`src/logic/cat_pkg.sv`:
```
// Constants for the counter array timebase: register map, fields, resets.
// Assumes an AXI4-Lite master with 32-bit data and byte addresses.
package cat_pkg;

    // ------------------------------------------------------------
    // Register byte addresses
    // ------------------------------------------------------------
    localparam int ADDR_W = 8;
    localparam logic [7:0] ADDR_CNT_LO = 8'h00;
    localparam logic [7:0] ADDR_CNT_HI = 8'h04;
    localparam logic [7:0] ADDR_MODE = 8'h08;
    localparam logic [7:0] ADDR_CTRL = 8'h0c;
    localparam logic [7:0] ADDR_STS = 8'h10;
    localparam logic [7:0] ADDR_MSK = 8'h14;

    // ------------------------------------------------------------
    // Field positions
    // ------------------------------------------------------------
    localparam int MODE_OVF_IE_BIT = 0;
    localparam int MODE_TBS_LSB = 1;
    localparam int MODE_IDLE_BIT = 7;
    localparam int CTRL_OVF_FLAG_BIT = 7;
    localparam int CTRL_MATCH_W = 6;
    localparam int STS_OVF_BIT = 0;

    // ------------------------------------------------------------
    // Reset values
    // ------------------------------------------------------------
    localparam logic [15:0] CNT_RST = 16'h0000;
    localparam logic [7:0] MODE_RST = 8'h00;
    localparam logic [7:0] CTRL_RST = 8'h00;
    localparam logic [7:0] MSK_RST = 8'h00;
    localparam logic [7:0] STS_RST = 8'h00;

    // ------------------------------------------------------------
    // Timebase codes and divider counts
    // ------------------------------------------------------------
    typedef enum logic [2:0] {
        TB_DIV12 = 3'h0,
        TB_DIV4 = 3'h1,
        TB_T0OVF = 3'h2,
        TB_CNT_PIN = 3'h3,
        TB_SYS = 3'h4,
        TB_OSC8 = 3'h5
    } cat_tb_t;
    localparam logic [3:0] DIV_SLOW_LAST = 4'hb;
    localparam logic [1:0] DIV_FAST_LAST = 2'h3;
    localparam logic [15:0] CNT_MAX = 16'hffff;

    // ------------------------------------------------------------
    // Bus answers
    // ------------------------------------------------------------
    localparam logic [1:0] RESP_OKAY = 2'h0;
    localparam logic [1:0] RESP_DECERR = 2'h3;

endpackage : cat_pkg

```
`src/logic/cat_timebase.sv`:
```
// Counter array timebase: shared 16-bit counter, source select, snapshot
// read, overflow flag and interrupt. Assumes an AXI4-Lite master on CLK;
// the count, oscillator and idle inputs arrive from outside the domain.
//
// Design decisions made here: register access over AXI4-Lite and the register offsets.
`timescale 1ns/1ps

// How it works
// - Counter is two separately addressed bytes, low and high.
// - Reading low byte latches high byte; high byte read returns that copy.
// - Register reads never stop or change the counting.
// - Select field picks clk/12, clk/4, timer-0 wrap, count pin, clk, osc/8.
// - Oscillator-divided tick is synchronised to the clock before use.
// - Wrap from all ones to zero sets the overflow flag.
// - Overflow request only while the overflow interrupt enable is set.
// - Flag stays set on interrupt entry; software clears it.
// - Idle suspend bit halts counting while the processor idles.
// - Overflow during a control register write is lost from the flag; status keeps it.
// - One counter value is shared by six capture/compare modules.
module cat_timebase (
    input wire logic CLK,
    input wire logic RESET,
    input wire logic [cat_pkg::ADDR_W-1:0] S_AXI_AWADDR,
    input wire logic S_AXI_AWVALID,
    output logic S_AXI_AWREADY,
    input wire logic [31:0] S_AXI_WDATA,
    input wire logic [3:0] S_AXI_WSTRB,
    input wire logic S_AXI_WVALID,
    output logic S_AXI_WREADY,
    output logic [1:0] S_AXI_BRESP,
    output logic S_AXI_BVALID,
    input wire logic S_AXI_BREADY,
    input wire logic [cat_pkg::ADDR_W-1:0] S_AXI_ARADDR,
    input wire logic S_AXI_ARVALID,
    output logic S_AXI_ARREADY,
    output logic [31:0] S_AXI_RDATA,
    output logic [1:0] S_AXI_RRESP,
    output logic S_AXI_RVALID,
    input wire logic S_AXI_RREADY,
    input wire logic EXT_COUNT_IN,
    input wire logic EXT_OSC_DIV8,
    input wire logic TIMER0_OVF,
    input wire logic CPU_IDLE,
    output logic [15:0] COUNT_VALUE,
    output logic OVF_REQ,
    output logic IRQ
);
    import cat_pkg::*;

    // ------------------------------------------------------------
    // Declarations
    // ------------------------------------------------------------
    logic [15:0] cnt_ff;
    logic [15:0] nxt_cnt;
    logic [7:0] snap_ff;
    logic [7:0] mode_ff;
    logic flag_ff;
    logic [CTRL_MATCH_W-1:0] match_ff;
    logic [7:0] sts_ff;
    logic [7:0] msk_ff;
    logic [1:0] cpin_sync_ff;
    logic cpin_prev_ff;
    logic [1:0] osc_sync_ff;
    logic osc_prev_ff;
    logic [1:0] idle_sync_ff;
    logic [3:0] div_slow_ff;
    logic [1:0] div_fast_ff;
    logic tick;
    logic run_tick;
    logic cpin_fall;
    logic osc_rise;
    logic wr_go;
    logic ar_go;
    logic wr_lo;
    logic wr_hi;
    logic cnt_wr;
    logic ctrl_wr;
    logic ovf_evt;
    logic [31:0] rd_mux;
    logic rd_hit;
    logic wr_hit;
    logic bvalid_ff;
    logic [1:0] bresp_ff;
    logic rvalid_ff;
    logic [31:0] rdata_ff;
    logic [1:0] rresp_ff;
    cat_tb_t tbs;

    assign tbs = cat_tb_t'(mode_ff[MODE_TBS_LSB +: 3]);

    // ------------------------------------------------------------
    // Input synchronisers
    // ------------------------------------------------------------
    // Pins are asynchronous; edge detectors only look at second stage.
    always_ff @(posedge CLK) begin
        if (RESET) begin
            cpin_sync_ff <= 2'h0;
            cpin_prev_ff <= 1'b0;
            osc_sync_ff <= 2'h0;
            osc_prev_ff <= 1'b0;
            idle_sync_ff <= 2'h0;
        end else begin
            cpin_sync_ff <= {cpin_sync_ff[0], EXT_COUNT_IN};
            cpin_prev_ff <= cpin_sync_ff[1];
            osc_sync_ff <= {osc_sync_ff[0], EXT_OSC_DIV8};
            osc_prev_ff <= osc_sync_ff[1];
            idle_sync_ff <= {idle_sync_ff[0], CPU_IDLE};
        end
    end

    // Count input edges faster than clk/4 may merge after sync
    assign cpin_fall = cpin_prev_ff & ~cpin_sync_ff[1];
    assign osc_rise = osc_sync_ff[1] & ~osc_prev_ff;

    // ------------------------------------------------------------
    // Prescalers
    // ------------------------------------------------------------
    always_ff @(posedge CLK) begin
        if (RESET) begin
            div_slow_ff <= 4'h0;
            div_fast_ff <= 2'h0;
        end else begin
            div_slow_ff <= (div_slow_ff == DIV_SLOW_LAST) ? 4'h0
                         : div_slow_ff + 4'h1;
            div_fast_ff <= div_fast_ff + 2'h1;
        end
    end

    // ------------------------------------------------------------
    // Timebase select and idle suspend
    // ------------------------------------------------------------
    always_comb begin
        unique case (tbs)
            TB_DIV12: tick = (div_slow_ff == DIV_SLOW_LAST);
            TB_DIV4: tick = (div_fast_ff == DIV_FAST_LAST);
            TB_T0OVF: tick = TIMER0_OVF;
            TB_CNT_PIN: tick = cpin_fall;
            TB_SYS: tick = 1'b1;
            TB_OSC8: tick = osc_rise;
            default: tick = 1'b0;
        endcase
    end

    assign run_tick = tick
        & ~(mode_ff[MODE_IDLE_BIT] & idle_sync_ff[1]);

    // ------------------------------------------------------------
    // Bus handshakes
    // ------------------------------------------------------------
    // Address and data are taken together; simpler than two holding regs
    assign wr_go = S_AXI_AWVALID & S_AXI_WVALID & ~bvalid_ff;
    assign ar_go = S_AXI_ARVALID & ~rvalid_ff;
    assign S_AXI_AWREADY = wr_go;
    assign S_AXI_WREADY = wr_go;
    assign S_AXI_ARREADY = ~rvalid_ff;
    assign wr_lo = wr_go & S_AXI_WSTRB[0] & (S_AXI_AWADDR == ADDR_CNT_LO);
    assign wr_hi = wr_go & S_AXI_WSTRB[0] & (S_AXI_AWADDR == ADDR_CNT_HI);
    assign cnt_wr = wr_lo | wr_hi;
    assign ctrl_wr = wr_go & S_AXI_WSTRB[0] & (S_AXI_AWADDR == ADDR_CTRL);

    always_comb begin
        wr_hit = 1'b1;
        unique case (S_AXI_AWADDR)
            ADDR_CNT_LO, ADDR_CNT_HI, ADDR_MODE, ADDR_CTRL, ADDR_STS,
            ADDR_MSK: wr_hit = 1'b1;
            default: wr_hit = 1'b0;
        endcase
    end

    // ------------------------------------------------------------
    // Counter
    // ------------------------------------------------------------
    always_comb begin
        nxt_cnt = cnt_ff;
        if (run_tick) begin
            nxt_cnt = cnt_ff + 16'h0001;
        end
        if (wr_lo) begin
            nxt_cnt[7:0] = S_AXI_WDATA[7:0];
        end
        if (wr_hi) begin
            nxt_cnt[15:8] = S_AXI_WDATA[7:0];
        end
    end

    always_ff @(posedge CLK) begin
        if (RESET) begin
            cnt_ff <= CNT_RST;
        end else begin
            cnt_ff <= nxt_cnt;
        end
    end

    assign ovf_evt = run_tick & ~cnt_wr & (cnt_ff == CNT_MAX);
    assign COUNT_VALUE = cnt_ff;

    // ------------------------------------------------------------
    // Snapshot latch
    // ------------------------------------------------------------
    always_ff @(posedge CLK) begin
        if (RESET) begin
            snap_ff <= 8'h00;
        end else if (ar_go && S_AXI_ARADDR == ADDR_CNT_LO) begin
            snap_ff <= cnt_ff[15:8];
        end
    end

    // ------------------------------------------------------------
    // Mode, control, status and mask registers
    // ------------------------------------------------------------
    always_ff @(posedge CLK) begin
        if (RESET) begin
            mode_ff <= MODE_RST;
            msk_ff <= MSK_RST;
        end else if (wr_go && S_AXI_WSTRB[0]) begin
            if (S_AXI_AWADDR == ADDR_MODE) begin
                mode_ff <= S_AXI_WDATA[7:0];
            end
            if (S_AXI_AWADDR == ADDR_MSK) begin
                msk_ff <= S_AXI_WDATA[7:0];
            end
        end
    end

    // A control write replaces the flag, so a wrap in that cycle is lost
    always_ff @(posedge CLK) begin
        if (RESET) begin
            flag_ff <= CTRL_RST[CTRL_OVF_FLAG_BIT];
            match_ff <= CTRL_RST[CTRL_MATCH_W-1:0];
        end else if (ctrl_wr) begin
            flag_ff <= S_AXI_WDATA[CTRL_OVF_FLAG_BIT];
            match_ff <= S_AXI_WDATA[CTRL_MATCH_W-1:0];
        end else if (ovf_evt) begin
            flag_ff <= 1'b1;
        end
    end

    // Sticky status: a new event beats the read-clear in the same cycle
    always_ff @(posedge CLK) begin
        if (RESET) begin
            sts_ff <= STS_RST;
        end else begin
            if (ar_go && S_AXI_ARADDR == ADDR_STS) begin
                sts_ff <= 8'h00;
            end
            if (ovf_evt) begin
                sts_ff[STS_OVF_BIT] <= 1'b1;
            end
        end
    end

    assign OVF_REQ = flag_ff & mode_ff[MODE_OVF_IE_BIT];
    assign IRQ = |(sts_ff & msk_ff);

    // ------------------------------------------------------------
    // Read path
    // ------------------------------------------------------------
    always_comb begin
        rd_mux = 32'h0000_0000;
        rd_hit = 1'b1;
        unique case (S_AXI_ARADDR)
            ADDR_CNT_LO: rd_mux[7:0] = cnt_ff[7:0];
            ADDR_CNT_HI: rd_mux[7:0] = snap_ff;
            ADDR_MODE: rd_mux[7:0] = mode_ff;
            ADDR_CTRL: rd_mux[7:0] = {flag_ff, 1'b0, match_ff};
            ADDR_STS: rd_mux[7:0] = sts_ff;
            ADDR_MSK: rd_mux[7:0] = msk_ff;
            default: rd_hit = 1'b0;
        endcase
    end

    always_ff @(posedge CLK) begin
        if (RESET) begin
            rvalid_ff <= 1'b0;
            rdata_ff <= 32'h0000_0000;
            rresp_ff <= RESP_OKAY;
        end else if (ar_go) begin
            rvalid_ff <= 1'b1;
            rdata_ff <= rd_mux;
            rresp_ff <= rd_hit ? RESP_OKAY : RESP_DECERR;
        end else if (S_AXI_RREADY) begin
            rvalid_ff <= 1'b0;
        end
    end

    // ------------------------------------------------------------
    // Write response
    // ------------------------------------------------------------
    always_ff @(posedge CLK) begin
        if (RESET) begin
            bvalid_ff <= 1'b0;
            bresp_ff <= RESP_OKAY;
        end else if (wr_go) begin
            bvalid_ff <= 1'b1;
            bresp_ff <= wr_hit ? RESP_OKAY : RESP_DECERR;
        end else if (S_AXI_BREADY) begin
            bvalid_ff <= 1'b0;
        end
    end

    assign S_AXI_BVALID = bvalid_ff;
    assign S_AXI_BRESP = bresp_ff;
    assign S_AXI_RVALID = rvalid_ff;
    assign S_AXI_RDATA = rdata_ff;
    assign S_AXI_RRESP = rresp_ff;
endmodule : cat_timebase

```
`config.mk`:
```
export PLATFORM = sky130hd
export DESIGN_NAME = cat_timebase
export DESIGN_NICKNAME = d
export VERILOG_FILES = /design/src/logic/cat_pkg.sv /design/src/logic/cat_timebase.sv
export SDC_FILE = /design/constraint.sdc
export NUM_CORES = 1
export LEC_CHECK = 0
export BUFFER_PORTS_ARGS = -buffer_cell sky130_fd_sc_hd__buf_2
export CAP_MARGIN = 25
export CORE_MARGIN = 1.5
export CORE_UTILIZATION = 42
export DETAILED_ROUTE_END_ITERATION = 6
export HOLD_SLACK_MARGIN = 0.06
export PLACE_DENSITY = 0.7
export SETUP_SLACK_MARGIN = 0.1
export SYNTH_ARGS = -nofsm -noshare
export SYNTH_HDL_FRONTEND = slang
export SYNTH_SLANG_ARGS = --single-unit
```
`constraint.sdc`:
```
create_clock -name CLK -period 2.1 [get_ports CLK]
set_input_delay 0.21 -clock CLK [delete_from_list [all_inputs] [get_ports CLK]]
set_output_delay 0.21 -clock CLK [all_outputs]
set_load 0.005 [all_outputs]
```
==> results of run 1 <==
==> worst min-delay path by stage <==
| stage | from | to | slack [ns] |
|---|---|---|---|
| floorplan | S_AXI_RREADY | S_AXI_RVALID | 0.31 |
| global placement | S_AXI_RREADY | S_AXI_RVALID | 0.40 |
| detailed placement | S_AXI_RREADY | S_AXI_RVALID | 0.41 |
| CTS | CPU_IDLE | idle_sync_ff[0] | 0.08 |
| global route | CPU_IDLE | idle_sync_ff[0] | 0.09 |
| finish | CPU_IDLE | idle_sync_ff[0] | 0.09 |
==> metal layers <==
metal,GRT usage,up-vias
li1,-,1492
met1,0.2345,1454
met2,0.3304,96
met3,0.06778,9
met4,0.05760,0
met5,0,-
==> synthesized netlist by cell type (3+ instances only) <==
master,instances,area [µm²]
nor2b_1,13,81.33
xnor2_1,8,70.07
a211oi_1,6,45.04
mux2_2,3,33.78
a21oi_1,11,55.05
nor3_1,8,40.04
xor2_1,8,70.07
a22oi_1,3,22.52
mux2i_1,33,330.3
ha_1,3,37.54
nand3_1,7,35.03
nor4_1,6,37.54
nand2_1,27,101.4
inv_1,4,15.01
and3_1,7,43.79
clkbuf_1,12,45.04
nor2_1,55,206.5
dfxtp_1,74,1481
a211oi_2,6,75.07
nand4_1,8,50.05
buf_4,27,202.7
mux4_2,6,135.1
and2_1,3,18.77
nand2b_1,5,31.28
o21ai_0,15,75.07
==> repair_timing <==
action	in CTS	in global routing
hold buffers	3	0
hold endpoints to repair	3	0
endpoints found under the setup margin	2	2
pin swaps	0	0
gates resized for setup	1	4
==> stage by stage <==
stage / instances / setup slack (ns) / cell area [µm²] / utilization / total power, mW
after floorplan: 413 / 0.1201 / 3682 / - / 1.593
after global placement: 561 / 0.02037 / 4020 / 0.4868 / 1.632
after detailed placement: 561 / -0.003379 / 4020 / 0.4868 / 1.637
after CTS: 579 / 0.1961 / 4275 / 0.5177 / 2.869
after global routing: 579 / 0.1011 / 4294 / 0.5200 / 2.953
final: 579 / 0.2743 / 4294 / 0.5200 / 2.842
==> logic make-up (layout without fill, tap and decap cells) <==
logic type	count (synthesis)	after routing	synth area share
muxes	42	42	0.1388
DFF	74	74	0.4120
other	1	24	0.001043
xor gates and xnor gates	16	16	0.03897
adders and majority gates	3	3	0.01044
buffers and inverters	47	108	0.08002
AOI/OAI and AO/OA	50	50	0.09638
and+or+nand+nor	157	157	0.2223
==> cells in the final DEF (no fill, tap or decap), types with 7 or more instances in the layout <==
cell | synthesis | routed
nand3_1 | 7 | 7
and3_1 | 7 | 7
nand2_1 | 27 | 27
nor3_1 | 8 | 8
conb_1 | 1 | 24
nand4_1 | 8 | 8
nor2b_1 | 13 | 13
nor2_1 | 55 | 54
buf_4 | 27 | 14
xnor2_1 | 8 | 8
buf_2 | 2 | 70
clkbuf_8 | 0 | 11
o21ai_0 | 15 | 15
xor2_1 | 8 | 8
dfxtp_1 | 74 | 74
a21oi_1 | 11 | 11
mux2i_1 | 33 | 33
==> registers in the layout, summed over array words and instances (netlist names) <==
name / count
match_ff: 6
idle_sync_ff: 2
cpin_sync_ff: 2
cpin_prev_ff: 1
osc_prev_ff: 1
flag_ff: 1
COUNT_VALUE: 16
osc_sync_ff: 2
S_AXI_RRESP: 1
msk_ff: 8
div_slow_ff: 4
S_AXI_BVALID: 1
S_AXI_RVALID: 1
div_fast_ff: 2
S_AXI_RDATA: 8
snap_ff: 8
sts_ff: 1
S_AXI_BRESP: 1
mode_ff: 8
==> area by class of cell <==
type / count / area [µm²] / area share
well taps: 105 / 131.4 / 0.03059
clock inverters: 2 / 60.06 / 0.01399
flip-flops and latches: 74 / 1481 / 0.3450
repair buffers: 88 / 505.5 / 0.1177
clock buffers: 13 / 158.9 / 0.03700
multi-input cells: 292 / 1938 / 0.4513
inverters: 5 / 18.77 / 0.004371
==> power by group <==
group	total [mW]	switching [mW]	internal, mW	leakage [nW]
Sequential	1.43	0.0110	1.42	0.599
Combinational	0.175	0.104	0.0715	1.18
Clock	1.23	0.504	0.729	0.110
Total	2.84	0.619	2.22	1.89
==> results.cfg, run 1 <==
[routing]
antenna_left = 0
wl_met1_um = 3702
met2WireLength_um = 4094
wl_um = 8510
dr.pass1.iters = 5
top_layer_used = met4
dr_wl_met3_um = 585
drc = 0
drt_iter0_markers = 191
detail_route.vias_per_cell = 5.269
via_count = 3051
wl_per_cell_um = 14.70

[clock_tree]
cts_sinks = 74
path_clk_slew_ns = 0.07
h-tree-depth = 3
cts_setup_buffers = 0
numCtsBuffers = 9
tritoncts = built
cts_root_buf = clkbuf_8
insertion_delay_ns = 0.35
clockBufferDepth = 2

[synthesis]
synth_flop_cell = dfxtp_1
synth_area_um2 = 3596
ys_warn_count = 0
synthCells = 390
ys_types = 49
synth-seq-area-share = 0.4120
synth.ff_latch_count = 74
synth-edff-count = 0
async_flop_share = 0
synth.avg_cell_area_um2 = 9.220

[power]
peakVddDrop_mv = 0.5020
p_leak_nw = 1.890
power_density_nw_per_um2 = 661.9

[critical_path]
r2r_slack_ns = 0.27
cp.depth = 6
r2r_cells = 6
endpoint_kind = register
startpoint = mode_ff[1]
critPathRequiredTime_ns = 2.36
cp_max_fo = 7
cp_cell_sequence = buf_4 -> nand2b_1 -> a311o_2 -> nor2_2 -> a41oi_1 -> a211oi_1
critPathLaunchType = register
slowest_stage = a311o_2
crit_family = compound AO/OA/AOI/OAI gates
crit_type = register to register
crit_path_end = flag_ff
crit_buf_inv = 1
r2r-start = mode_ff[1]
arrival_ns = 2.08
cpPeakStageDelay_ns = 0.48
reg2reg_to = flag_ff

[finish]
final_nets = 536
drive_gt1_frac = 0.2595
n_antenna_cell = 0
num-fill-cells = 786
area_growth_pct = 19.42

[run]
cap_violations = 0

[hold_path]
whs_path_depth = 2
hold_path_class = input port to register

[global_routing]
grt_max_degree = 47
grt_pass1_wl_um = 13390
track_usage = 0.1961
grt_pass1_vias = 2721
antenna_found_initial = 0
overflow = 0

[sta]
whs_ns = 0.08549
final.setup.tns_ns = 0
setup_viol = 0
max_freq_mhz = 547.7
finalCriticalPeriod_ns = 1.826
skew_ns = 0.008368
timing.final.max_slew_violations = 0
period_share = 0.8694
hold_viol = 0
rsz0062_at_grt = yes

[floorplan]
die_y_um = 95.53
die_area_um2 = 9126
initial_core_util = 0.4355
coreArea_um2 = 8258
fp.dieW_um = 95.53
placementRows = 33
io-pin-count = 122

[place]
dpl.hpwl_um = 6266
place_congestion = 0.8107
portBuffers = 70

[run_status]
outcome = completed
Power figures use the tool's default switching activity.
==> inputs of run 2 (changes only) <==
--- a/config.mk
+++ b/config.mk
@@ -7,12 +7,15 @@
 export LEC_CHECK = 0
 export BUFFER_PORTS_ARGS = -buffer_cell sky130_fd_sc_hd__buf_2
 export CAP_MARGIN = 25
+export CELL_PAD_IN_SITES_DETAIL_PLACEMENT = 0
+export CELL_PAD_IN_SITES_GLOBAL_PLACEMENT = 1
 export CORE_MARGIN = 1.5
-export CORE_UTILIZATION = 42
+export CORE_UTILIZATION = 37
 export DETAILED_ROUTE_END_ITERATION = 6
 export HOLD_SLACK_MARGIN = 0.06
-export PLACE_DENSITY = 0.7
+export PLACE_DENSITY = 0.81
 export SETUP_SLACK_MARGIN = 0.1
+export SLEW_MARGIN = 20
 export SYNTH_ARGS = -nofsm -noshare
 export SYNTH_HDL_FRONTEND = slang
 export SYNTH_SLANG_ARGS = --single-unit
==> results.cfg, run 2 (synthesis gave the netlist of run 1 again) <==
[critical_path]
cp_cell_sequence = ha_1 -> and3b_1 -> buf_4 -> o221a_2 -> nand2_1 -> xor2_1 -> a211oi_1
r2r_slack_ns = 0.22
crit_buf_inv = 1
arrival_ns = 2.14
critPathRequiredTime_ns = 2.36
cp_max_fo = 8
crit_family = compound AO/OA/AOI/OAI gates
endpoint_kind = register
cpPeakStageDelay_ns = 0.36
crit_type = register to register
critPathLaunchType = register
slowest_stage = dfxtp_1

[floorplan]
fp.dieW_um = 101.6
die_y_um = 101.6
initial_core_util = 0.3855
io-pin-count = 122
coreArea_um2 = 9328
die_area_um2 = 10320
placementRows = 35

[power]
combPwrFrac = 0.062
p_int_mw = 2.197
p_leak_nw = 1.895
peakVddDrop_mv = 0.4241
power_density_nw_per_um2 = 659.7
clockPowerShare = 0.436
power_frac_seq = 0.502
p_sw_frac = 0.2302
p_sw_mw = 0.6571
p_total_mw = 2.854

[global_routing]
track_usage = 0.1798
antenna_found_initial = 0
overflow = 0
grt_pass1_vias = 2824
grt_pass1_wl_um = 14080
grt_max_degree = 29

[sta]
worst_pin_slew_ns = 0.4852
maxSlewHeadroom = 0.6720
skew_ns = 0.009535
finalWorstSetupSlack_ns = 0.2229
period_share = 0.8939
timing.final.max_slew_violations = 0
finalCriticalPeriod_ns = 1.877
setup_viol = 0
rsz0062_at_grt = no
hold_viol = 0
max_freq_mhz = 532.7

[clock_tree]
cts_sinks = 74
cts_root_buf = clkbuf_8
h-tree-depth = 3
clockBufferDepth = 2
cts_setup_buffers = 0
tritoncts = built
path_clk_slew_ns = 0.08
insertion_delay_ns = 0.35
numCtsBuffers = 9

[finish]
post-route-util = 0.4639
stdcell_count = 607
final_common_cell = dfxtp_1
mostFrequentLayoutCells = dfxtp_1, buf_2, nor2_1, mux2i_1, nand2_1
drive_gt1_frac = 0.2636
n_antenna_cell = 0
largest_register_ffs = 16
final_nets = 539
area_growth_pct = 20.32

[hold_path]
hold_path_class = input port to register

[place]
place_congestion = 0.8647
portBuffers = 70
pre_cts_slack_ns = -0.004468
dpl.hpwl_um = 6723
dpl.cell_count = 587

[routing]
via_count = 3014
antenna_left = 0
dr.pass1.iters = 4
wl_um = 8910
drt_iter0_markers = 200
detail_route.vias_per_cell = 4.965
drc = 0
wl_per_cell_um = 14.68

[run]
cap_violations = 0

[run_status]
outcome = completed
==> run 2: layout make-up <==
class / instances / area (µm²)
well taps: 129 / 161.4
fillers: 930 / 5001
flip-flops and latches: 74 / 1481
multi-input cells: 292 / 1921
repair buffers: 91 / 518.0
clock buffers: 10 / 137.6
clock inverters: 6 / 88.84
inverters: 5 / 18.77
==> run 2: metal layers <==
layer | share of wire | wire length, µm | GRT usage
met1 | 0.45 | 3979 | 0.2259
met2 | 0.48 | 4235 | 0.3031
met3 | 0.071 | 636 | 0.05659
met4 | 0.0065 | 58 | 0.03846
met5 | 0 | 0 | 0
==> run 2: timing repair <==
action / 4_1_cts / 5_1_grt
setup endpoints to repair: 1 / 4
hold buffers: 3 / 1
gates cloned: 0 / 0
resized for setup: 1 / 1
endpoints found under the hold margin: 3 / 1
==> run 2: stage by stage <==
stage	hold slack [ns]	TNS (ns)	instance area [µm²]
6_report	0.1243	0	4327
5_1_grt	0.1089	0	4327
4_1_cts	0.06148	0	4315
3_5_place_dp	0.4058	-0.004468	4053
3_3_place_gp	0.4002	0	4053
2_1_floorplan	0.3090	0	3682
==> run 2: tightest hold or removal path, cell delays in order <==
cell and delay, ns:
buf_2 0.12, nand2_1 0.05, o21ai_0 0.06
==> run 2: power groups by stage <==
stage	Sequential [mW]	Clock (mW)	Combinational, mW
2_1_floorplan	1.47	0	0.127
3_3_place_gp	1.47	0	0.169
3_5_place_dp	1.47	0	0.171
4_1_cts	1.43	1.27	0.176
5_1_grt	1.44	1.34	0.200
6_report	1.43	1.24	0.177
==> run 2: final timing paths <==
check / start / end / cells after the start
setup / recovery: div_slow_ff[0] / COUNT_VALUE[0] / 7
hold / removal: S_AXI_WDATA[6] / COUNT_VALUE[14] / 3
setup reg to reg: div_slow_ff[0] / COUNT_VALUE[0] / 7
hold reg to reg: div_fast_ff[0] / div_fast_ff[0] / 1
